## src/inc/ata_host_ctl_pkg.sv

```systemverilog
// Constants for the host status, busy and timer control block
package ata_host_ctl_pkg;
    // Register offsets
    localparam logic [7:0] FIRST_DRIVE_STATUS_OFS = 8'hB4;
    localparam logic [7:0] SECOND_DRIVE_STATUS_OFS = 8'hB5;
    localparam logic [7:0] SECTORS_PER_BLOCK_OFS = 8'hB6;
    localparam logic [7:0] BLOCK_SECTOR_COUNTER_OFS = 8'hB7;
    localparam logic [7:0] HOST_DOWN_TIMER_OFS = 8'hB9;
    localparam logic [7:0] BUSY_DELAY_VALUE_OFS = 8'hBA;
    localparam logic [7:0] INTERRUPT_TIMEOUT_VALUE_OFS = 8'hBB;
    localparam logic [7:0] HOST_PIN_CONTROL_OFS = 8'hBF;
    localparam logic [7:0] HOST_CONTROL_ZERO_OFS = 8'hC0;
    localparam logic [7:0] HOST_CONTROL_ONE_OFS = 8'hC1;
    localparam logic [7:0] TIMER_STATUS_OFS = 8'hC8;
    // Field positions
    localparam int READY_BIT = 2;
    localparam int WRITE_FAULT_BIT = 1;
    localparam int SEEK_DONE_BIT = 0;
    localparam int DIAG_CTRL_BIT = 6;
    localparam int SLAVE_CTRL_BIT = 5;
    localparam int AUTO_CMD_EN_BIT = 7;
    localparam int TF_UPD_DIS_BIT = 6;
    localparam int VERIFY_UPD_EN_BIT = 5;
    localparam int START_UPD_DIS_BIT = 4;
    localparam int CS1_SEL_BIT = 3;
    localparam int SECONDARY_ROLE_BIT = 2;
    localparam int DUAL_DRIVE_EN_BIT = 1;
    localparam int SET_BUSY_BIT = 7;
    localparam int CLEAR_BUSY_BIT = 6;
    localparam int MISSED_IRQ_BIT = 7;
    // Reset values
    localparam logic [7:0] DRIVE_STATUS_RST = 8'h00;
    localparam logic [7:0] PIN_CONTROL_RST = 8'h60;
    localparam logic [7:0] CONTROL_ZERO_RST = 8'h00;
    localparam logic [7:0] VALUE_RST = 8'h00;
    // Timer prescale in buffer clock periods, minus one
    localparam logic [10:0] BUSY_PRESCALE_LAST = 11'h00F;
    localparam logic [10:0] IRQ_PRESCALE_LAST = 11'h7FF;
    // Execute drive diagnostics command code
    localparam logic [7:0] DIAG_CMD = 8'h90;
    // Host timer modes
    typedef enum logic [1:0] {TMR_IDLE, TMR_BUSY, TMR_IRQ} timer_mode_e;
endpackage : ata_host_ctl_pkg

```

## src/verilog/ata_host_ctl.sv

```systemverilog
// Host status mirror, block counter, busy/IRQ timer and pin control
//
// Local design decision: the plain strobed port.
`timescale 1ns/10ps
`default_nettype none

//////////////////////////////////////////////////////////////////////////////
// Behaviour
// Drive 0 selected: its ready, fault, seek bits appear as status 6,5,4.
// Drive 1 selected: its ready, fault, seek bits appear as status 6,5,4.
// Drive 1 register unused for status with two physical drives.
// Hard reset pin and power-on reset clear per-drive status bits.
// Firmware loads a nonzero sectors-per-block before multiple commands.
// Block counter loads from block size per block, decrements per sector.
// Busy-delay value loads the timer when busy sets, except last sector.
// Busy held 16 times delay ticks, then busy clears, DRQ and IRQ rise.
// Multi-sector reads load timeout on IRQ, 2048 ticks per count.
// Missed-interrupt flag sets only if timer expires before data read.
// Diag line low when bit clear, released when set; read shows pin.
// Diag bit set by soft reset, hard reset or diagnostics command.
// Slave line bit: released set, low clear; card mode drives other pins.
// Local auto command starts only while local auto enable is set.
// Task-file update disable stops task file updates.
// Verify-update enable updates task file per good verify sector.
// Start-update disable stops start register updates on read commands.
// Shared pin is chip select 1 when bit set, address 9 when clear.
// Dual-drive enable picks role by secondary bit, else answers both.
// Writing one to set-busy sets the busy latch; zero does nothing.
// Hard reset pin or host soft reset sets the busy latch.
// Host command write sets busy per role match, disabled or diag cmd.
// Two physical drives: drive-0 register serves both drive statuses.
// Clear-busy alone clears the latch; both bits together is illegal.
module ata_host_ctl (
    input wire logic core_clk,
    input wire logic sys_rst,
    input wire logic [7:0] regAddr,
    input wire logic [7:0] regWrData,
    input wire logic regWrEn,
    input wire logic regRdEn,
    output logic [7:0] regRdData,
    input wire logic hostHardResetPin,
    input wire logic hostSoftReset,
    input wire logic hostCmdWrite,
    input wire logic [7:0] hostCmdCode,
    input wire logic driveSelect,
    input wire logic hostDataRead,
    input wire logic bufferClockTick,
    input wire logic autoXferActive,
    input wire logic readXfer,
    input wire logic sectorDone,
    input wire logic lastSector,
    input wire logic blockStart,
    input wire logic localCmdWrite,
    input wire logic localCmdAutoOk,
    input wire logic verifyGoodSector,
    input wire logic readCmdLoad,
    input wire logic cardMode,
    input wire logic configIndexNonzero,
    input wire logic sharedPinIn,
    input wire logic diagPassedIn,
    input wire logic slavePresentIn,
    output logic [2:0] hostStatusBits,
    output logic busyFlag,
    output logic drqSet,
    output logic irqSet,
    output logic missedIrq,
    output logic respondDrive0,
    output logic respondDrive1,
    output logic chipSelectOne_n,
    output logic hostAddr9,
    output logic autoStart,
    output logic taskFileUpdate,
    output logic startRegUpdate,
    output logic diagPassedOut,
    output logic diagPassedOe,
    output logic slavePresentOut,
    output logic slavePresentOe,
    output logic speakerLine,
    output logic batteryStatusLine
);

    //////////////////////////////////////////////////////////////////////////
    // Pin synchronisers
    logic [3:0] pinMeta_q;
    logic [3:0] pinSync_q;

    always_ff @(posedge core_clk) begin
        pinMeta_q <= {hostHardResetPin, sharedPinIn, diagPassedIn,
                      slavePresentIn};
        pinSync_q <= pinMeta_q;
    end

    logic hardReset;
    assign hardReset = pinSync_q[3];

    //////////////////////////////////////////////////////////////////////////
    // Register decode
    logic [7:0] first_drive_status_q, second_drive_status_q, blkSize_q, blkCtr_q, timer_q;
    logic [7:0] busyVal_q, irqVal_q, pinCtl_q, ctl0_q;
    logic busy_q, missed_q;

    logic wrDrv0, wrDrv1, wrBlkSize, wrBusyVal, wrIrqVal, wrPinCtl;
    logic wrCtl0, wrCtl1;
    assign wrDrv0 = regWrEn && regAddr == ata_host_ctl_pkg::FIRST_DRIVE_STATUS_OFS;
    assign wrDrv1 = regWrEn && regAddr == ata_host_ctl_pkg::SECOND_DRIVE_STATUS_OFS;
    assign wrBlkSize = regWrEn && regAddr == ata_host_ctl_pkg::SECTORS_PER_BLOCK_OFS;
    assign wrBusyVal = regWrEn && regAddr == ata_host_ctl_pkg::BUSY_DELAY_VALUE_OFS;
    assign wrIrqVal = regWrEn
        && regAddr == ata_host_ctl_pkg::INTERRUPT_TIMEOUT_VALUE_OFS;
    assign wrPinCtl = regWrEn && regAddr == ata_host_ctl_pkg::HOST_PIN_CONTROL_OFS;
    assign wrCtl0 = regWrEn && regAddr == ata_host_ctl_pkg::HOST_CONTROL_ZERO_OFS;
    assign wrCtl1 = regWrEn && regAddr == ata_host_ctl_pkg::HOST_CONTROL_ONE_OFS;

    // Control fields
    logic autoCmdEn, tfUpdDis, verifyUpdEn, startUpdDis, cs1Sel;
    logic secondaryRole, dualDriveEn;
    assign autoCmdEn = ctl0_q[ata_host_ctl_pkg::AUTO_CMD_EN_BIT];
    assign tfUpdDis = ctl0_q[ata_host_ctl_pkg::TF_UPD_DIS_BIT];
    assign verifyUpdEn = ctl0_q[ata_host_ctl_pkg::VERIFY_UPD_EN_BIT];
    assign startUpdDis = ctl0_q[ata_host_ctl_pkg::START_UPD_DIS_BIT];
    assign cs1Sel = ctl0_q[ata_host_ctl_pkg::CS1_SEL_BIT];
    assign secondaryRole = ctl0_q[ata_host_ctl_pkg::SECONDARY_ROLE_BIT];
    assign dualDriveEn = ctl0_q[ata_host_ctl_pkg::DUAL_DRIVE_EN_BIT];

    // Read mux; write-only and unmapped offsets read zero
    logic [7:0] rdMux;
    assign rdMux =
        (regAddr == ata_host_ctl_pkg::FIRST_DRIVE_STATUS_OFS) ? first_drive_status_q :
        (regAddr == ata_host_ctl_pkg::SECOND_DRIVE_STATUS_OFS) ? second_drive_status_q :
        (regAddr == ata_host_ctl_pkg::SECTORS_PER_BLOCK_OFS) ? blkSize_q :
        (regAddr == ata_host_ctl_pkg::BLOCK_SECTOR_COUNTER_OFS) ? blkCtr_q :
        (regAddr == ata_host_ctl_pkg::HOST_DOWN_TIMER_OFS) ? timer_q :
        (regAddr == ata_host_ctl_pkg::HOST_PIN_CONTROL_OFS) ?
            {1'b0, pinSync_q[1], pinSync_q[0], 5'h00} :
        (regAddr == ata_host_ctl_pkg::HOST_CONTROL_ZERO_OFS) ? ctl0_q :
        (regAddr == ata_host_ctl_pkg::HOST_CONTROL_ONE_OFS) ?
            {busy_q, 7'h00} :
        (regAddr == ata_host_ctl_pkg::TIMER_STATUS_OFS) ?
            {missed_q, 7'h00} : 8'h00;

    always_ff @(posedge core_clk) begin
        if (sys_rst) regRdData <= 8'h00;
        else regRdData <= regRdEn ? rdMux : 8'h00;
    end

    //////////////////////////////////////////////////////////////////////////
    // Plain registers
    always_ff @(posedge core_clk) begin
        if (sys_rst || hardReset) begin
            first_drive_status_q <= ata_host_ctl_pkg::DRIVE_STATUS_RST;
            second_drive_status_q <= ata_host_ctl_pkg::DRIVE_STATUS_RST;
        end else begin
            if (wrDrv0) first_drive_status_q <= {5'h00, regWrData[2:0]};
            if (wrDrv1) second_drive_status_q <= {5'h00, regWrData[2:0]};
        end
    end

    always_ff @(posedge core_clk) begin
        if (sys_rst) begin
            blkSize_q <= ata_host_ctl_pkg::VALUE_RST;
            busyVal_q <= ata_host_ctl_pkg::VALUE_RST;
            irqVal_q <= ata_host_ctl_pkg::VALUE_RST;
            ctl0_q <= ata_host_ctl_pkg::CONTROL_ZERO_RST;
        end else begin
            if (wrBlkSize) blkSize_q <= regWrData;
            if (wrBusyVal) busyVal_q <= regWrData;
            if (wrIrqVal) irqVal_q <= regWrData;
            if (wrCtl0) ctl0_q <= {regWrData[7:1], 1'b0};
        end
    end

    // Pin control bits: resets force both set; the diagnostics command sets only the diag bit
    logic diagCmd, pinForce, diagSet;
    assign diagCmd = hostCmdWrite && hostCmdCode == ata_host_ctl_pkg::DIAG_CMD;
    assign pinForce = hardReset || hostSoftReset;
    assign diagSet = pinForce || diagCmd;

    always_ff @(posedge core_clk) begin
        if (sys_rst) pinCtl_q <= ata_host_ctl_pkg::PIN_CONTROL_RST;
        else begin
            if (wrPinCtl) pinCtl_q <= {1'b0, regWrData[6:5], 5'h00};
            if (diagSet) pinCtl_q[ata_host_ctl_pkg::DIAG_CTRL_BIT] <= 1'b1;
            if (pinForce) pinCtl_q[ata_host_ctl_pkg::SLAVE_CTRL_BIT] <= 1'b1;
        end
    end

    //////////////////////////////////////////////////////////////////////////
    // Block sector counter
    always_ff @(posedge core_clk) begin
        if (sys_rst) blkCtr_q <= ata_host_ctl_pkg::VALUE_RST;
        else if (blockStart) blkCtr_q <= blkSize_q;
        else if (sectorDone && blkCtr_q != 8'h00)
            blkCtr_q <= blkCtr_q - 8'h01;
    end

    //////////////////////////////////////////////////////////////////////////
    // Busy latch
    logic roleMatch, hostBusySet, busySetEvt, cpuSet, cpuClear;
    logic busyRelease;
    assign roleMatch = driveSelect == secondaryRole;
    assign hostBusySet = hostCmdWrite
        && (!dualDriveEn || roleMatch || diagCmd);
    assign cpuSet = wrCtl1 && regWrData[ata_host_ctl_pkg::SET_BUSY_BIT];
    assign cpuClear = wrCtl1 && regWrData[ata_host_ctl_pkg::CLEAR_BUSY_BIT]
        && !regWrData[ata_host_ctl_pkg::SET_BUSY_BIT];
    assign busySetEvt = cpuSet || pinForce || hostBusySet;

    always_ff @(posedge core_clk) begin
        if (sys_rst) busy_q <= 1'b0;
        else if (busySetEvt) busy_q <= 1'b1;
        else if (cpuClear || busyRelease) busy_q <= 1'b0;
    end

    //////////////////////////////////////////////////////////////////////////
    // Host down-timer
    ata_host_ctl_pkg::timer_mode_e mode_q;
    logic [10:0] pre_q;
    logic busyLoad, expired, tickLast;
    assign busyLoad = autoXferActive
        && (hostBusySet || (sectorDone && !lastSector));
    assign expired = timer_q == 8'h00;
    assign tickLast = pre_q == ((mode_q == ata_host_ctl_pkg::TMR_IRQ)
        ? ata_host_ctl_pkg::IRQ_PRESCALE_LAST
        : ata_host_ctl_pkg::BUSY_PRESCALE_LAST);
    assign busyRelease = mode_q == ata_host_ctl_pkg::TMR_BUSY && expired;

    logic irqLoad, timeout;
    assign irqLoad = busyRelease && readXfer;
    assign timeout = mode_q == ata_host_ctl_pkg::TMR_IRQ && expired
        && !hostDataRead;

    always_ff @(posedge core_clk) begin
        if (sys_rst) begin
            mode_q <= ata_host_ctl_pkg::TMR_IDLE;
            timer_q <= ata_host_ctl_pkg::VALUE_RST;
            pre_q <= 11'h000;
        end else if (busyLoad) begin
            mode_q <= ata_host_ctl_pkg::TMR_BUSY;
            timer_q <= busyVal_q;
            pre_q <= 11'h000;
        end else if (irqLoad) begin
            mode_q <= ata_host_ctl_pkg::TMR_IRQ;
            timer_q <= irqVal_q;
            pre_q <= 11'h000;
        end else begin
            unique case (mode_q)
                ata_host_ctl_pkg::TMR_IDLE: begin
                    pre_q <= 11'h000;
                end
                ata_host_ctl_pkg::TMR_BUSY,
                ata_host_ctl_pkg::TMR_IRQ: begin
                    if (expired || (mode_q == ata_host_ctl_pkg::TMR_IRQ
                            && hostDataRead)) begin
                        mode_q <= ata_host_ctl_pkg::TMR_IDLE;
                    end else if (bufferClockTick) begin
                        pre_q <= tickLast ? 11'h000 : pre_q + 11'h001;
                        if (tickLast) timer_q <= timer_q - 8'h01;
                    end
                end
                default: mode_q <= ata_host_ctl_pkg::TMR_IDLE;
            endcase
        end
    end

    // Missed interrupt flag; a new timeout wins over the clear
    always_ff @(posedge core_clk) begin
        if (sys_rst) missed_q <= 1'b0;
        else if (timeout) missed_q <= 1'b1;
        else if (hostCmdWrite) missed_q <= 1'b0;
    end

    //////////////////////////////////////////////////////////////////////////
    // Status mirror and drive selection
    logic useDrv1;
    logic [7:0] selStat;
    assign useDrv1 = driveSelect && !dualDriveEn;
    assign selStat = useDrv1 ? second_drive_status_q : first_drive_status_q;

    //////////////////////////////////////////////////////////////////////////
    // Output flops
    always_ff @(posedge core_clk) begin
        if (sys_rst) begin
            hostStatusBits <= 3'h0;
            busyFlag <= 1'b0;
            drqSet <= 1'b0;
            irqSet <= 1'b0;
            missedIrq <= 1'b0;
            respondDrive0 <= 1'b1;
            respondDrive1 <= 1'b1;
            chipSelectOne_n <= 1'b1;
            hostAddr9 <= 1'b0;
            autoStart <= 1'b0;
            taskFileUpdate <= 1'b0;
            startRegUpdate <= 1'b0;
            diagPassedOe <= 1'b0;
            slavePresentOe <= 1'b0;
            speakerLine <= 1'b1;
            batteryStatusLine <= 1'b1;
        end else begin
            hostStatusBits <= {selStat[ata_host_ctl_pkg::READY_BIT],
                               selStat[ata_host_ctl_pkg::WRITE_FAULT_BIT],
                               selStat[ata_host_ctl_pkg::SEEK_DONE_BIT]};
            busyFlag <= busy_q;
            drqSet <= busyRelease;
            irqSet <= busyRelease;
            missedIrq <= missed_q;
            respondDrive0 <= !dualDriveEn || !secondaryRole;
            respondDrive1 <= !dualDriveEn || secondaryRole;
            chipSelectOne_n <= cs1Sel ? pinSync_q[2] : 1'b1;
            hostAddr9 <= cs1Sel ? 1'b0 : pinSync_q[2];
            autoStart <= localCmdWrite && localCmdAutoOk && autoCmdEn;
            taskFileUpdate <= !tfUpdDis
                && (sectorDone || (verifyGoodSector && verifyUpdEn));
            startRegUpdate <= readCmdLoad && !startUpdDis;
            diagPassedOe <= !pinCtl_q[ata_host_ctl_pkg::DIAG_CTRL_BIT];
            slavePresentOe <= !cardMode
                && !pinCtl_q[ata_host_ctl_pkg::SLAVE_CTRL_BIT];
            speakerLine <= (cardMode && configIndexNonzero)
                ? pinCtl_q[ata_host_ctl_pkg::SLAVE_CTRL_BIT] : 1'b1;
            batteryStatusLine <= (cardMode && !configIndexNonzero)
                ? pinCtl_q[ata_host_ctl_pkg::SLAVE_CTRL_BIT] : 1'b1;
        end
    end

    // Both open-drain lines only ever pull low
    assign diagPassedOut = 1'b0;
    assign slavePresentOut = 1'b0;

    //////////////////////////////////////////////////////////////////////////
    // Checks
    a_drive_zero_mirror: assert property (@(posedge core_clk)
        disable iff (sys_rst) !driveSelect |=> hostStatusBits ==
        $past(first_drive_status_q[2:0])) else $error("drive 0 status not mirrored");

    a_dual_uses_first: assert property (@(posedge core_clk)
        disable iff (sys_rst) dualDriveEn |=> hostStatusBits ==
        $past(first_drive_status_q[2:0])) else $error("two drives use drive 0 status");

    a_status_hard_clear: assert property (@(posedge core_clk)
        disable iff (sys_rst) hardReset |=> first_drive_status_q == 8'h00
        && second_drive_status_q == 8'h00) else $error("status not cleared");

    a_block_load: assert property (@(posedge core_clk)
        disable iff (sys_rst) blockStart |=> blkCtr_q == $past(blkSize_q))
        else $error("block counter not loaded");

    a_busy_release: assert property (@(posedge core_clk)
        disable iff (sys_rst) busyLoad && busyVal_q == 8'h00 && !busySetEvt
        ##1 !busyLoad && !busySetEvt |=> !busy_q && drqSet && irqSet)
        else $error("zero delay did not release busy");

    a_missed_flag: assert property (@(posedge core_clk)
        disable iff (sys_rst) $rose(missed_q) |->
        $past(mode_q == ata_host_ctl_pkg::TMR_IRQ && !hostDataRead))
        else $error("missed flag without timeout");

    a_diag_set: assert property (@(posedge core_clk)
        disable iff (sys_rst) diagCmd |=> ##1 !diagPassedOe)
        else $error("diagnostics command did not release line");

    a_cpu_set_busy: assert property (@(posedge core_clk)
        disable iff (sys_rst) cpuSet |=> busy_q ##1 busyFlag)
        else $error("set busy write ignored");

    a_cpu_clear_busy: assert property (@(posedge core_clk)
        disable iff (sys_rst) cpuClear && !busySetEvt |=> !busy_q)
        else $error("clear busy write ignored");

    a_auto_gate: assert property (@(posedge core_clk)
        disable iff (sys_rst) autoStart |-> $past(autoCmdEn))
        else $error("auto start while disabled");

endmodule : ata_host_ctl
`default_nettype wire

```

## config.mk

```make
export PLATFORM = sky130hd
export DESIGN_NAME = ata_host_ctl
export DESIGN_NICKNAME = d
export VERILOG_FILES = /design/src/inc/ata_host_ctl_pkg.sv /design/src/verilog/ata_host_ctl.sv
export SDC_FILE = /design/constraint.sdc
export NUM_CORES = 1
export LEC_CHECK = 0
export BUFFER_PORTS_ARGS = -buffer_cell sky130_fd_sc_hd__buf_2
export CORE_AREA = 5 5 122 124
export CTS_BUF_LIST = sky130_fd_sc_hd__clkbuf_4 sky130_fd_sc_hd__clkbuf_8 sky130_fd_sc_hd__clkbuf_16
export DETAILED_ROUTE_END_ITERATION = 8
export DIE_AREA = 0 0 127 129
export MAX_ROUTING_LAYER = met4
export PLACE_DENSITY = 0.64
export RECOVER_POWER = 50
export SLEW_MARGIN = 20
export SYNTH_ARGS = -nofsm -noshare
export SYNTH_HDL_FRONTEND = slang
export SYNTH_SLANG_ARGS = --single-unit
```

## constraint.sdc

```tcl
create_clock -name core_clk -period 2.24 [get_ports core_clk]
set_clock_uncertainty 0.15 [all_clocks]
set_input_delay 0.448 -clock core_clk [delete_from_list [all_inputs] [get_ports core_clk]]
set_output_delay 0.448 -clock core_clk [all_outputs]
set_load 0.05 [all_outputs]
```

# Yosys cells after proc, flatten, opt, wreduce, memory -nomap -nowiden
# Cells that the tools add are included.
[totals]
mem_bits_ro = 0
latch_bits = 0
register_bits = 103
elab_cells = 174
in_bits = 48
out_inout_bits = 28
memories = 0
ramBits = 0
[classes]
order_cmp = 0
bitwise_logic = 4
n_shift = 0
mul = 0
n_eq_ne = 23
addsub = 3
reduce_logical = 79
div_mod_pow = 0
mux = 31
[ops]
columns = ["operator", "n"]
rows = [
  ["$mux 8", 15],
  ["$eq 8x8->1 const B", 12],
  ["$mux 11", 4],
  ["$logic_and 1x1->1", 30],
  ["$pmux 11 s2", 1],
  ["$reduce_or 2->1", 9],
  ["$sub 8x1->8 const B", 2],
  ["$logic_or 1x1->1", 13],
  ["$add 11x1->11 const B", 1],
  ["$eq 11x11->1", 1],
  ["$logic_not 1->1", 11],
  ["$mux 3", 3],
  ["$ne 3x3->1 const B", 3],
  ["$reduce_bool 3->1", 3],
  ["$logic_not 8->1", 1],
  ["$reduce_bool 2->1", 4],
  ["$reduce_bool 8->1", 1],
  ["$ne 2x2->1 const B", 3],
  ["$mux 1", 5],
  ["$mux 2", 2],
  ["$ne 4x4->1 const B", 1],
  ["$not 1->1", 4],
  ["$pmux 2 s2", 1],
  ["$reduce_and 2->1", 2],
  ["other kinds (8)", 8],
]

# Longest topological paths before layout
# Gate-level depths: netlist of the first run.
[depth]
word_depth = 10
ltp_mapped = 9
ltp_nobuf = 8

# Least setup slack after synthesis of the first run
# Ideal clock, no wire load.
[synth_path]
path_kind = "flip-flop to flip-flop"
startpoint = "reg timer_q[0]"
endpoint = "reg pre_q[6]"
setup_time_ns = 0.118
required_time_ns = 1.972
stages_incl_launch_ff = 10
slack_ns = 0.059
synth_period_minus_slack_ns = 2.181
arrival_time_ns = 1.913
path_cell_list = "dfxtp_1 > inv_1 > ha_1 > or3b_2 > o2111a_1 > a21o_1 > buf_2 > nand4_1 > xor2_1 > nor2_1"
[synth_between]
elab_chain_cells = 4
elab_cells_between_ends = 7
cone_classes = "eq/ne (1); reduce/logical (6)"
[synth_rtl]
columns = ["item", "line", "source"]
rows = [
  ["from (decl)", "ata_host_ctl.sv:98", "logic [7:0] first_drive_status_q, second_drive_status_q, blkSize_q, blkCtr_q, timer_q;"],
  ["from (signal assigned)", "ata_host_ctl.sv:235", "timer_q <= ata_host_ctl_pkg::VALUE_RST;"],
  ["from (signal assigned)", "ata_host_ctl.sv:239", "timer_q <= busyVal_q;"],
  ["from (signal assigned)", "ata_host_ctl.sv:243", "timer_q <= irqVal_q;"],
  ["$logic_not 8->1 *", "ata_host_ctl.sv:221", "assign expired = timer_q == 8'h00;"],
  ["$logic_or 1x1->1 or $logic_and 1x1->1 (tied branches)", "ata_host_ctl.sv:252, ata_host_ctl.sv:225", ""],
  ["$ne 2x2->1 (no line) or $logic_and 1x1->1 (tied branches)", "n/a", ""],
  ["$reduce_and 3->1 (no line) or $reduce_or 3->1 (tied branches)", "n/a", ""],
  ["to (signal assigned)", "ata_host_ctl.sv:256", "pre_q <= tickLast ? 11'h000 : pre_q + 11'h001;"],
  ["to (decl)", "ata_host_ctl.sv:217", "logic [10:0] pre_q;"],
]
# Every way passes the cells marked *; elsewhere a longest branch is shown, timed or not.
# A chain may end at the register's enable or synchronous reset.

# Final worst setup path of the first run
[layout_path]
startpoint = "reg mode_q[0]"
endpoint = "reg timer_q[5]"
[layout_between]
elab_chain_cells = 5
elab_cells_between_ends = 16
cone_classes = "eq/ne (4); mux (3); reduce/logical (9)"
[layout_rtl]
columns = ["item", "line", "source"]
rows = [
  ["from (decl)", "ata_host_ctl.sv:216", "ata_host_ctl_pkg::timer_mode_e mode_q;"],
  ["from (signal assigned)", "ata_host_ctl.sv:234", "mode_q <= ata_host_ctl_pkg::TMR_IDLE;"],
  ["from (signal assigned)", "ata_host_ctl.sv:238", "mode_q <= ata_host_ctl_pkg::TMR_BUSY;"],
  ["from (signal assigned)", "ata_host_ctl.sv:242", "mode_q <= ata_host_ctl_pkg::TMR_IRQ;"],
  ["$eq 2x2->1 or $eq 2x1->1 (tied branches)", "n/a", ""],
  ["$mux 11 (tied with other cells)", "ata_host_ctl.sv:223", "? ata_host_ctl_pkg::IRQ_PRESCALE_LAST"],
  ["$eq 11x11->1 (tied with other cells)", "ata_host_ctl.sv:222", "assign tickLast = pre_q == ((mode_q == ata_host_ctl_pkg::TMR_IRQ)"],
  ["$reduce_bool 3->1 (no line) (tied with other cells)", "n/a", ""],
  ["$reduce_and 4->1 (no line) or $mux 8 (tied branches)", "n/a", ""],
]
# Parallel ways exist; a longest one is shown, timed or not.

==> impl_results.md, run 1 <==
- Multi-input logic area: 2530 sq um
- Synthesis warning total: 0
- Leakage power: 2.16 nW
- Post-synth top cells: dfxtp_1 (103), nor2_1 (77), a21oi_1 (49), nand2_1 (40), mux2i_1 (36)
- Core Region: 13700 sq um
- Syn Std Cell Area: 4710 sq um
- # rows: 43
- # port buffers: 73
- Crit path max-delay cell type: a2111oi_4
- Final wirelength: 13200 microns
- Fin. max-slew vios: 0
- Final hold viol count: 0
- Fill cell total of the finished layout: 1382
- First-pass GRT wire length: around 20000 microns
- Outcome: finished, final reports clean
- Asr flop ratio synth: 0
- ANT nets after route: 0
- Yosys reg bits: a little over 100
- Sum Neg Setup Slack: 0 ps
- Die X: 127 microns
- WS Path Type: reg2reg
- Synth Flop Type: dfxtp_1
- Top cell type's share of synthesized area: 0.438
- Final instance area: around 5800 sq um
- Pwr dens: 817 nW/um^2
- DR pass1 iterations: 5
- Routed length per instance: around 16 microns
- Initial antenna violation count: 0
- WP data arrival: roughly 2400 ps
- Critical-path cell list: inv_4 > ha_4 > nor4_2 > nand2_1 > a2111oi_4 > clkbuf_16 > nand4b_4 > xor2_2 > a211oi_2
- Hold-fix buffers, CTS: 0
- Setup Viol. Count Final: 0
- Worst R2R Setup Slack: 20 ps
- Hold EP: pinMeta_q[0]
- Gr ovfl total: 0
- Placed wire-length estimate: approximately 9900 microns
- Die area: approximately 16000 sq um
- CP top delay family: compound AO/OA/AOI/OAI gates
- Routed vias/inst: 5.29
- Max_cap viols: 0
- Hold WC Path Type: in2reg
- Area delta synth->final: 24.0%
- RSZ-0062 raised after global routing: true
- Startpoint types: flip-flop
- I/O Pins: 76
- Share of cells above drive strength 1: 0.208
- Residual DRC: 0
- Placed inst area: 5470 sq um
- CTS max path bufs: 2
- Synth Instances: 531
- Worst path max stage delay: 450 ps
- Max VDD drop: 0.000349 V
- Critical Path Sink Type: flip-flop
- Synth top area cells: dfxtp_1 (44%), mux2i_1 (7.7%), nor2_1 (6.1%)
- Register area: 2070 sq um
- Least-Margin Pin Slew: 1320 ps
- Count leader, synth: dfxtp_1
- Post-synth EDFFs: 0
- Nets: between 600 and 700
- Mean area per synthesized cell: between 8 and 9 sq um
- Worst reg-to-reg path cell count: 9
- Buf/Inv on CP: 2
- Min Tclk post-route: 2220 ps
- CTS tree: yes
- Fin util: 0.427
- Critical path depth: 9
- Total power: 4.77 mW
- Largest net degree at the start of global routing: 32
- Worst hold path cell count: 1
- Ant diodes: 0
- Max Freq: around 450 MHz
- Crit Reg-Reg Startpoint: mode_q[0]
- CP required: 2370 ps
- Final cycle utilization of the critical path: 0.992
- Clock latency on the worst-skew pair: 360 ps
- Seq/Total Area, Yosys: 0.438
- Non-filler cells, final: 816
- Initial Util: 0.344
- Largest area contributor in the netlist: dfxtp_1
- CTS Buf Count: 9
- Clock sink count: slightly above 100
- Number of global-route vias before repair: 4053
- Root Driver: clkbuf_16
- DR vias: 4317
- Unique masters post-synth: 71
- Max FO, Critical Path: 6
- GP Congestion: 0.897
- Hold Crit Start: slavePresentIn
- Worst-path clk slew: 70 ps
- RR Endpoint: timer_q[5]
- GRT Overall Usage: 0.162
- Drt first-iter violations: between 300 and 400
- Slew headroom: 0.123
- Die Height: 129 microns
- Placed cells: about 800
- H-tree depth: 3
[power breakdown]
| group | total [mW] | leakage, nW | switching (mW) | internal [mW] |
|---|---|---|---|---|
| Combinational | 1.09 | 1.17 | 0.607 | 0.479 |
| Clock | 1.67 | 0.152 | 0.683 | 0.987 |
| Sequential | 2.02 | 0.838 | 0.0959 | 1.92 |
[area by class of cell]
class / instances / share of cell area
Timing Repair Buffer: 114 / 0.111
Tap cell: 180 / 0.0386
Clock buffer: 10 / 0.0399
Sequential cell: 103 / 0.354
Multi-Input combinational cell: 389 / 0.433
Clock inverter: 5 / 0.0139
Inverter: 15 / 0.0101
[cells by family (layout without fill, tap and decap cells)]
logic type | after synthesis | in the layout | share of synthesized area
flip-flops | 103 | 103 | 0.438
AND/OR/NAND/NOR | 217 | 217 | 0.239
AO/OA/AOI/OAI | 112 | 112 | 0.160
multiplexers | 36 | 36 | 0.0766
other | 1 | 2 | 0.000797
XOR/XNOR | 14 | 14 | 0.0261
adder cells (fa/ha/maj) | 8 | 8 | 0.0213
buffers and inverters | 40 | 144 | 0.0378
[sequential cells by signal, summed over array words and instances (netlist names), 2 cells and up]
register,flops
blkCtr_q,8
blkSize_q,8
busyVal_q,8
ctl0_q,7
first_drive_status_q,3
hostStatusBits,3
irqVal_q,8
mode_q,2
pinCtl_q,2
pinMeta_q,4
pinSync_q,4
pre_q,11
regRdData,8
second_drive_status_q,3
timer_q,8
[placed cells by master (no fill, tap or decap), types with 3 or more instances in the layout]
master and n:
or2_2 3, xnor2_1 8, nand2b_1 5, a211oi_1 4
a21oi_1 49, clkbuf_16 10, nor3_1 13, a221oi_1 4
nand3b_1 7, buf_2 44, nand4_1 9, buf_4 35
nand2_1 40, xor2_1 5, o21ai_0 17, o22ai_1 3
a311oi_1 4, a21o_1 3, inv_1 14, and3_1 4
ha_1 5, dfxtp_1 99, nor2b_1 4, clkbuf_1 31
dfxtp_2 4, a2111oi_0 3, and2_1 4, nand3_1 27
a31oi_1 3, mux2i_1 36, nor2_1 78
[stage by stage]
stage / setup slack (ps) / hold slack [ps]
floorplan: 59.4 / 160
global placement: 51.0 / 164
detailed placement: -65.5 / 162
CTS: -0.349 / 30.7
global route: -135 / 28.0
finish: 18.4 / 39.9
[layer usage]
layer  up-vias  track usage  part of all wire
met3        29       0.0345             0.084
met4         0       0.0770             0.027
li1       2087            -                 -
met2       185        0.249              0.46
met5         -            -                 0
met1      2016        0.205              0.43
[worst max-delay path by stage]
stage | from | end | slack [ps]
floorplan | timer_q[0] | pre_q[6] | 60
global placement | regAddr[5] | regRdData[1] | 50
detailed placement | regAddr[5] | regRdData[7] | -70
CTS | mode_q[0] | timer_q[1] | -0.3
global route | pre_q[4] | timer_q[5] | -130
finish | mode_q[0] | timer_q[5] | 20
[repair_timing]
action | 4_1_cts | 5_1_grt
gates cloned | 0 | 1
setup endpoints to repair | 2 | 19
gates resized for setup | 1 | 18
pin swaps | 1 | 9
setup buffers | 0 | 3
(Power assumes the default switching activity.)
==> run 2, diff against run 1 <==
--- a/config.mk
+++ b/config.mk
@@ -8,11 +8,13 @@
 export BUFFER_PORTS_ARGS = -buffer_cell sky130_fd_sc_hd__buf_2
 export CORE_AREA = 5 5 122 124
 export CTS_BUF_LIST = sky130_fd_sc_hd__clkbuf_4 sky130_fd_sc_hd__clkbuf_8 sky130_fd_sc_hd__clkbuf_16
+export CTS_CLUSTER_DIAMETER = 80
 export DETAILED_ROUTE_END_ITERATION = 8
 export DIE_AREA = 0 0 127 129
 export MAX_ROUTING_LAYER = met4
 export PLACE_DENSITY = 0.64
 export RECOVER_POWER = 50
+export REMOVE_ABC_BUFFERS = 1
 export SLEW_MARGIN = 20
 export SYNTH_ARGS = -nofsm -noshare
 export SYNTH_HDL_FRONTEND = slang
==> impl_results.md, run 2 (synthesis gave the netlist of run 1 again) <==
- Outcome: finished, final reports clean
- Max reg flops: 11
- Min Tclk post-route: 2200 ps
- P_int: 3.43 mW
- DR vias: 4281
- Seq pwr share: 0.418
- Fin worst setup slack: 35.5 ps
- Final wirelength: 13000 microns
- Max Freq: about 450 MHz
- CTS max path bufs: 2
- I/O Pins: 76
- Crit Reg-Reg Startpoint: timer_q[1]
- Fin. max-slew vios: 0
- Sw frac: 0.289
- Max FO, Critical Path: 6
- Worst R2R Setup Slack: 40 ps
- Core Region: 13700 sq um
- Max VDD drop: 0.000465 V
- Worst path max stage delay: 370 ps
- Pwr dens: 823 nW/um^2
- Placed wire-length estimate: 9900 microns
- Initial Util: 0.344
- Die X: roughly 130 microns
- H-tree depth: 3
- Area delta synth->final: 24.4%
- Max_cap viols: 0
- Clock sink count: 103
- Least-Margin Pin Slew: 620 ps
- Number of global-route vias before repair: roughly 4100
- Critical Path Sink Type: flip-flop
- Hold EP: pinMeta_q[0]
- Crit path max-delay cell type: a2111oi_4
- Largest net degree at the start of global routing: 22
- WP data arrival: 2340 ps
- Share of cells above drive strength 1: 0.215
- # port buffers: 73
- Routed vias/inst: 5.24
- Buf/Inv on CP: 3
- First-pass GRT wire length: 20500 microns
- Critical-path cell list: inv_2 > ha_4 > or3b_4 > nor2_4 > a2111oi_4 > clkbuf_16 > buf_4 > nand4b_4 > xor2_1 > a211oi_2
- ANT nets after route: 0
- Hold WC Path Type: in2reg
- DP Worst Slack: -24.2 ps
- Worst reg-to-reg path cell count: 10
- Die area: 16400 sq um
- Setup Viol. Count Final: 0
- Nets: 687
- Root Driver: clkbuf_16
- Gr ovfl total: 0
- GRT Overall Usage: 0.163
- DR pass1 iterations: 5
- Final cycle utilization of the critical path: 0.984
- Comb power frac: 0.225
- Drt first-iter violations: about 360
- Switching power: 1.39 mW
- Hold Crit Start: slavePresentIn
- Most common cell after layout, fill and taps aside: dfxtp_1
- Leakage power: 2.18 nW
- Startpoint types: flip-flop
- CP top delay family: compound AO/OA/AOI/OAI gates
- Total power: 4.82 mW
- # rows: 43
- RSZ-0062 raised after global routing: true
- CP required: around 2400 ps
- Hold-fix buffers, CTS: 0
- Routed length per instance: 15.9 microns
- WS Path Type: reg2reg
- Initial antenna violation count: 1
- GP Congestion: ~0.91
- CTS tree: yes
- Residual DRC: 0
- Slew headroom: 0.586
- RR Endpoint: timer_q[5]
- Crit path launch: timer_q[1]
- Clock power share: 0.357
- Final hold viol count: 0
- Worst-path clk slew: 70 ps
- Worst hold path cell count: 1
- CTS Buf Count: 9
- Die Height: 129 microns
- Hold Worst Slack: between 30 and 40 ps
- Clock latency on the worst-skew pair: 360 ps
- Commonest non-fill, non-tap cells in the layout: dfxtp_1 (96), nor2_1 (78), a21oi_1 (49)
- Largest reg by FF count: pre_q
-- run 2: cell count changes in the layout (fill, tap and decap cells not counted), sizes merged --
| cell | delta |
|---|---|
| buf | +2 |
| clkinv | -1 |
| clkinvlp | -1 |
| diode | +1 |
| inv | +1 |
| clkbuf | -1 |
-- run 2: metal layers --
| metal | global-route usage | wire (microns) | vias to the layer above |
|---|---|---|---|
| met5 | - | 0 | - |
| met4 | 0.0631 | 384 | 0 |
| met2 | 0.242 | 5730 | 149 |
| li1 | - | - | 2090 |
| met3 | 0.0461 | 1120 | 31 |
| met1 | 0.210 | 5790 | 2011 |
-- run 2: power by group through the flow --
stage	Sequential, mW	Combinational (mW)	Clock, mW
CTS	2.01	1.07	1.76
global placement	2.05	1.04	0
floorplan	2.05	0.729	0
global route	2.02	1.22	1.82
finish	2.01	1.08	1.72
detailed placement	2.05	1.06	0
-- run 2: what timing repair did --
item,CTS,global route
buffers inserted,0,5
pin swaps,1,6
resized for setup,0,25
setup endpoints to repair,1,16
-- run 2: how the worst max path moves through the flow --
stage	end	depth (start not counted)
6_report	timer_q[5]	10
5_1_grt	timer_q[1]	9
4_1_cts	pre_q[6]	8
3_5_place_dp	regRdData[7]	6
3_3_place_gp	busy_q	7
2_1_floorplan	regRdData[7]	5
-- run 2: area by class of cell --
class | instances | area [sq um]
Tap cell | 180 | 225
Fill cell | 1369 | 7810
Antenna cell | 1 | 2.50
Clock buffer | 12 | 248
Inverter | 15 | 56.3
Sequential cell | 103 | 2070
Timing Repair Buffer | 113 | 646
Multi-Input combinational cell | 389 | 2520
Clock inverter | 4 | 77.6
-- run 2: through the flow --
| step | util | area [sq um] | TNS, ps | cells |
|---|---|---|---|---|
| final | 0.428 | 5850 | 0 | 817 |
| after global routing | 0.428 | 5850 | -251 | 817 |
| after CTS | 0.423 | 5780 | 0 | 811 |
| after detailed placement | 0.399 | 5450 | -24.2 | 795 |
| after global placement | 0.399 | 5450 | -36.3 | 795 |
| after floorplan | - | 4590 | -433 | 507 |
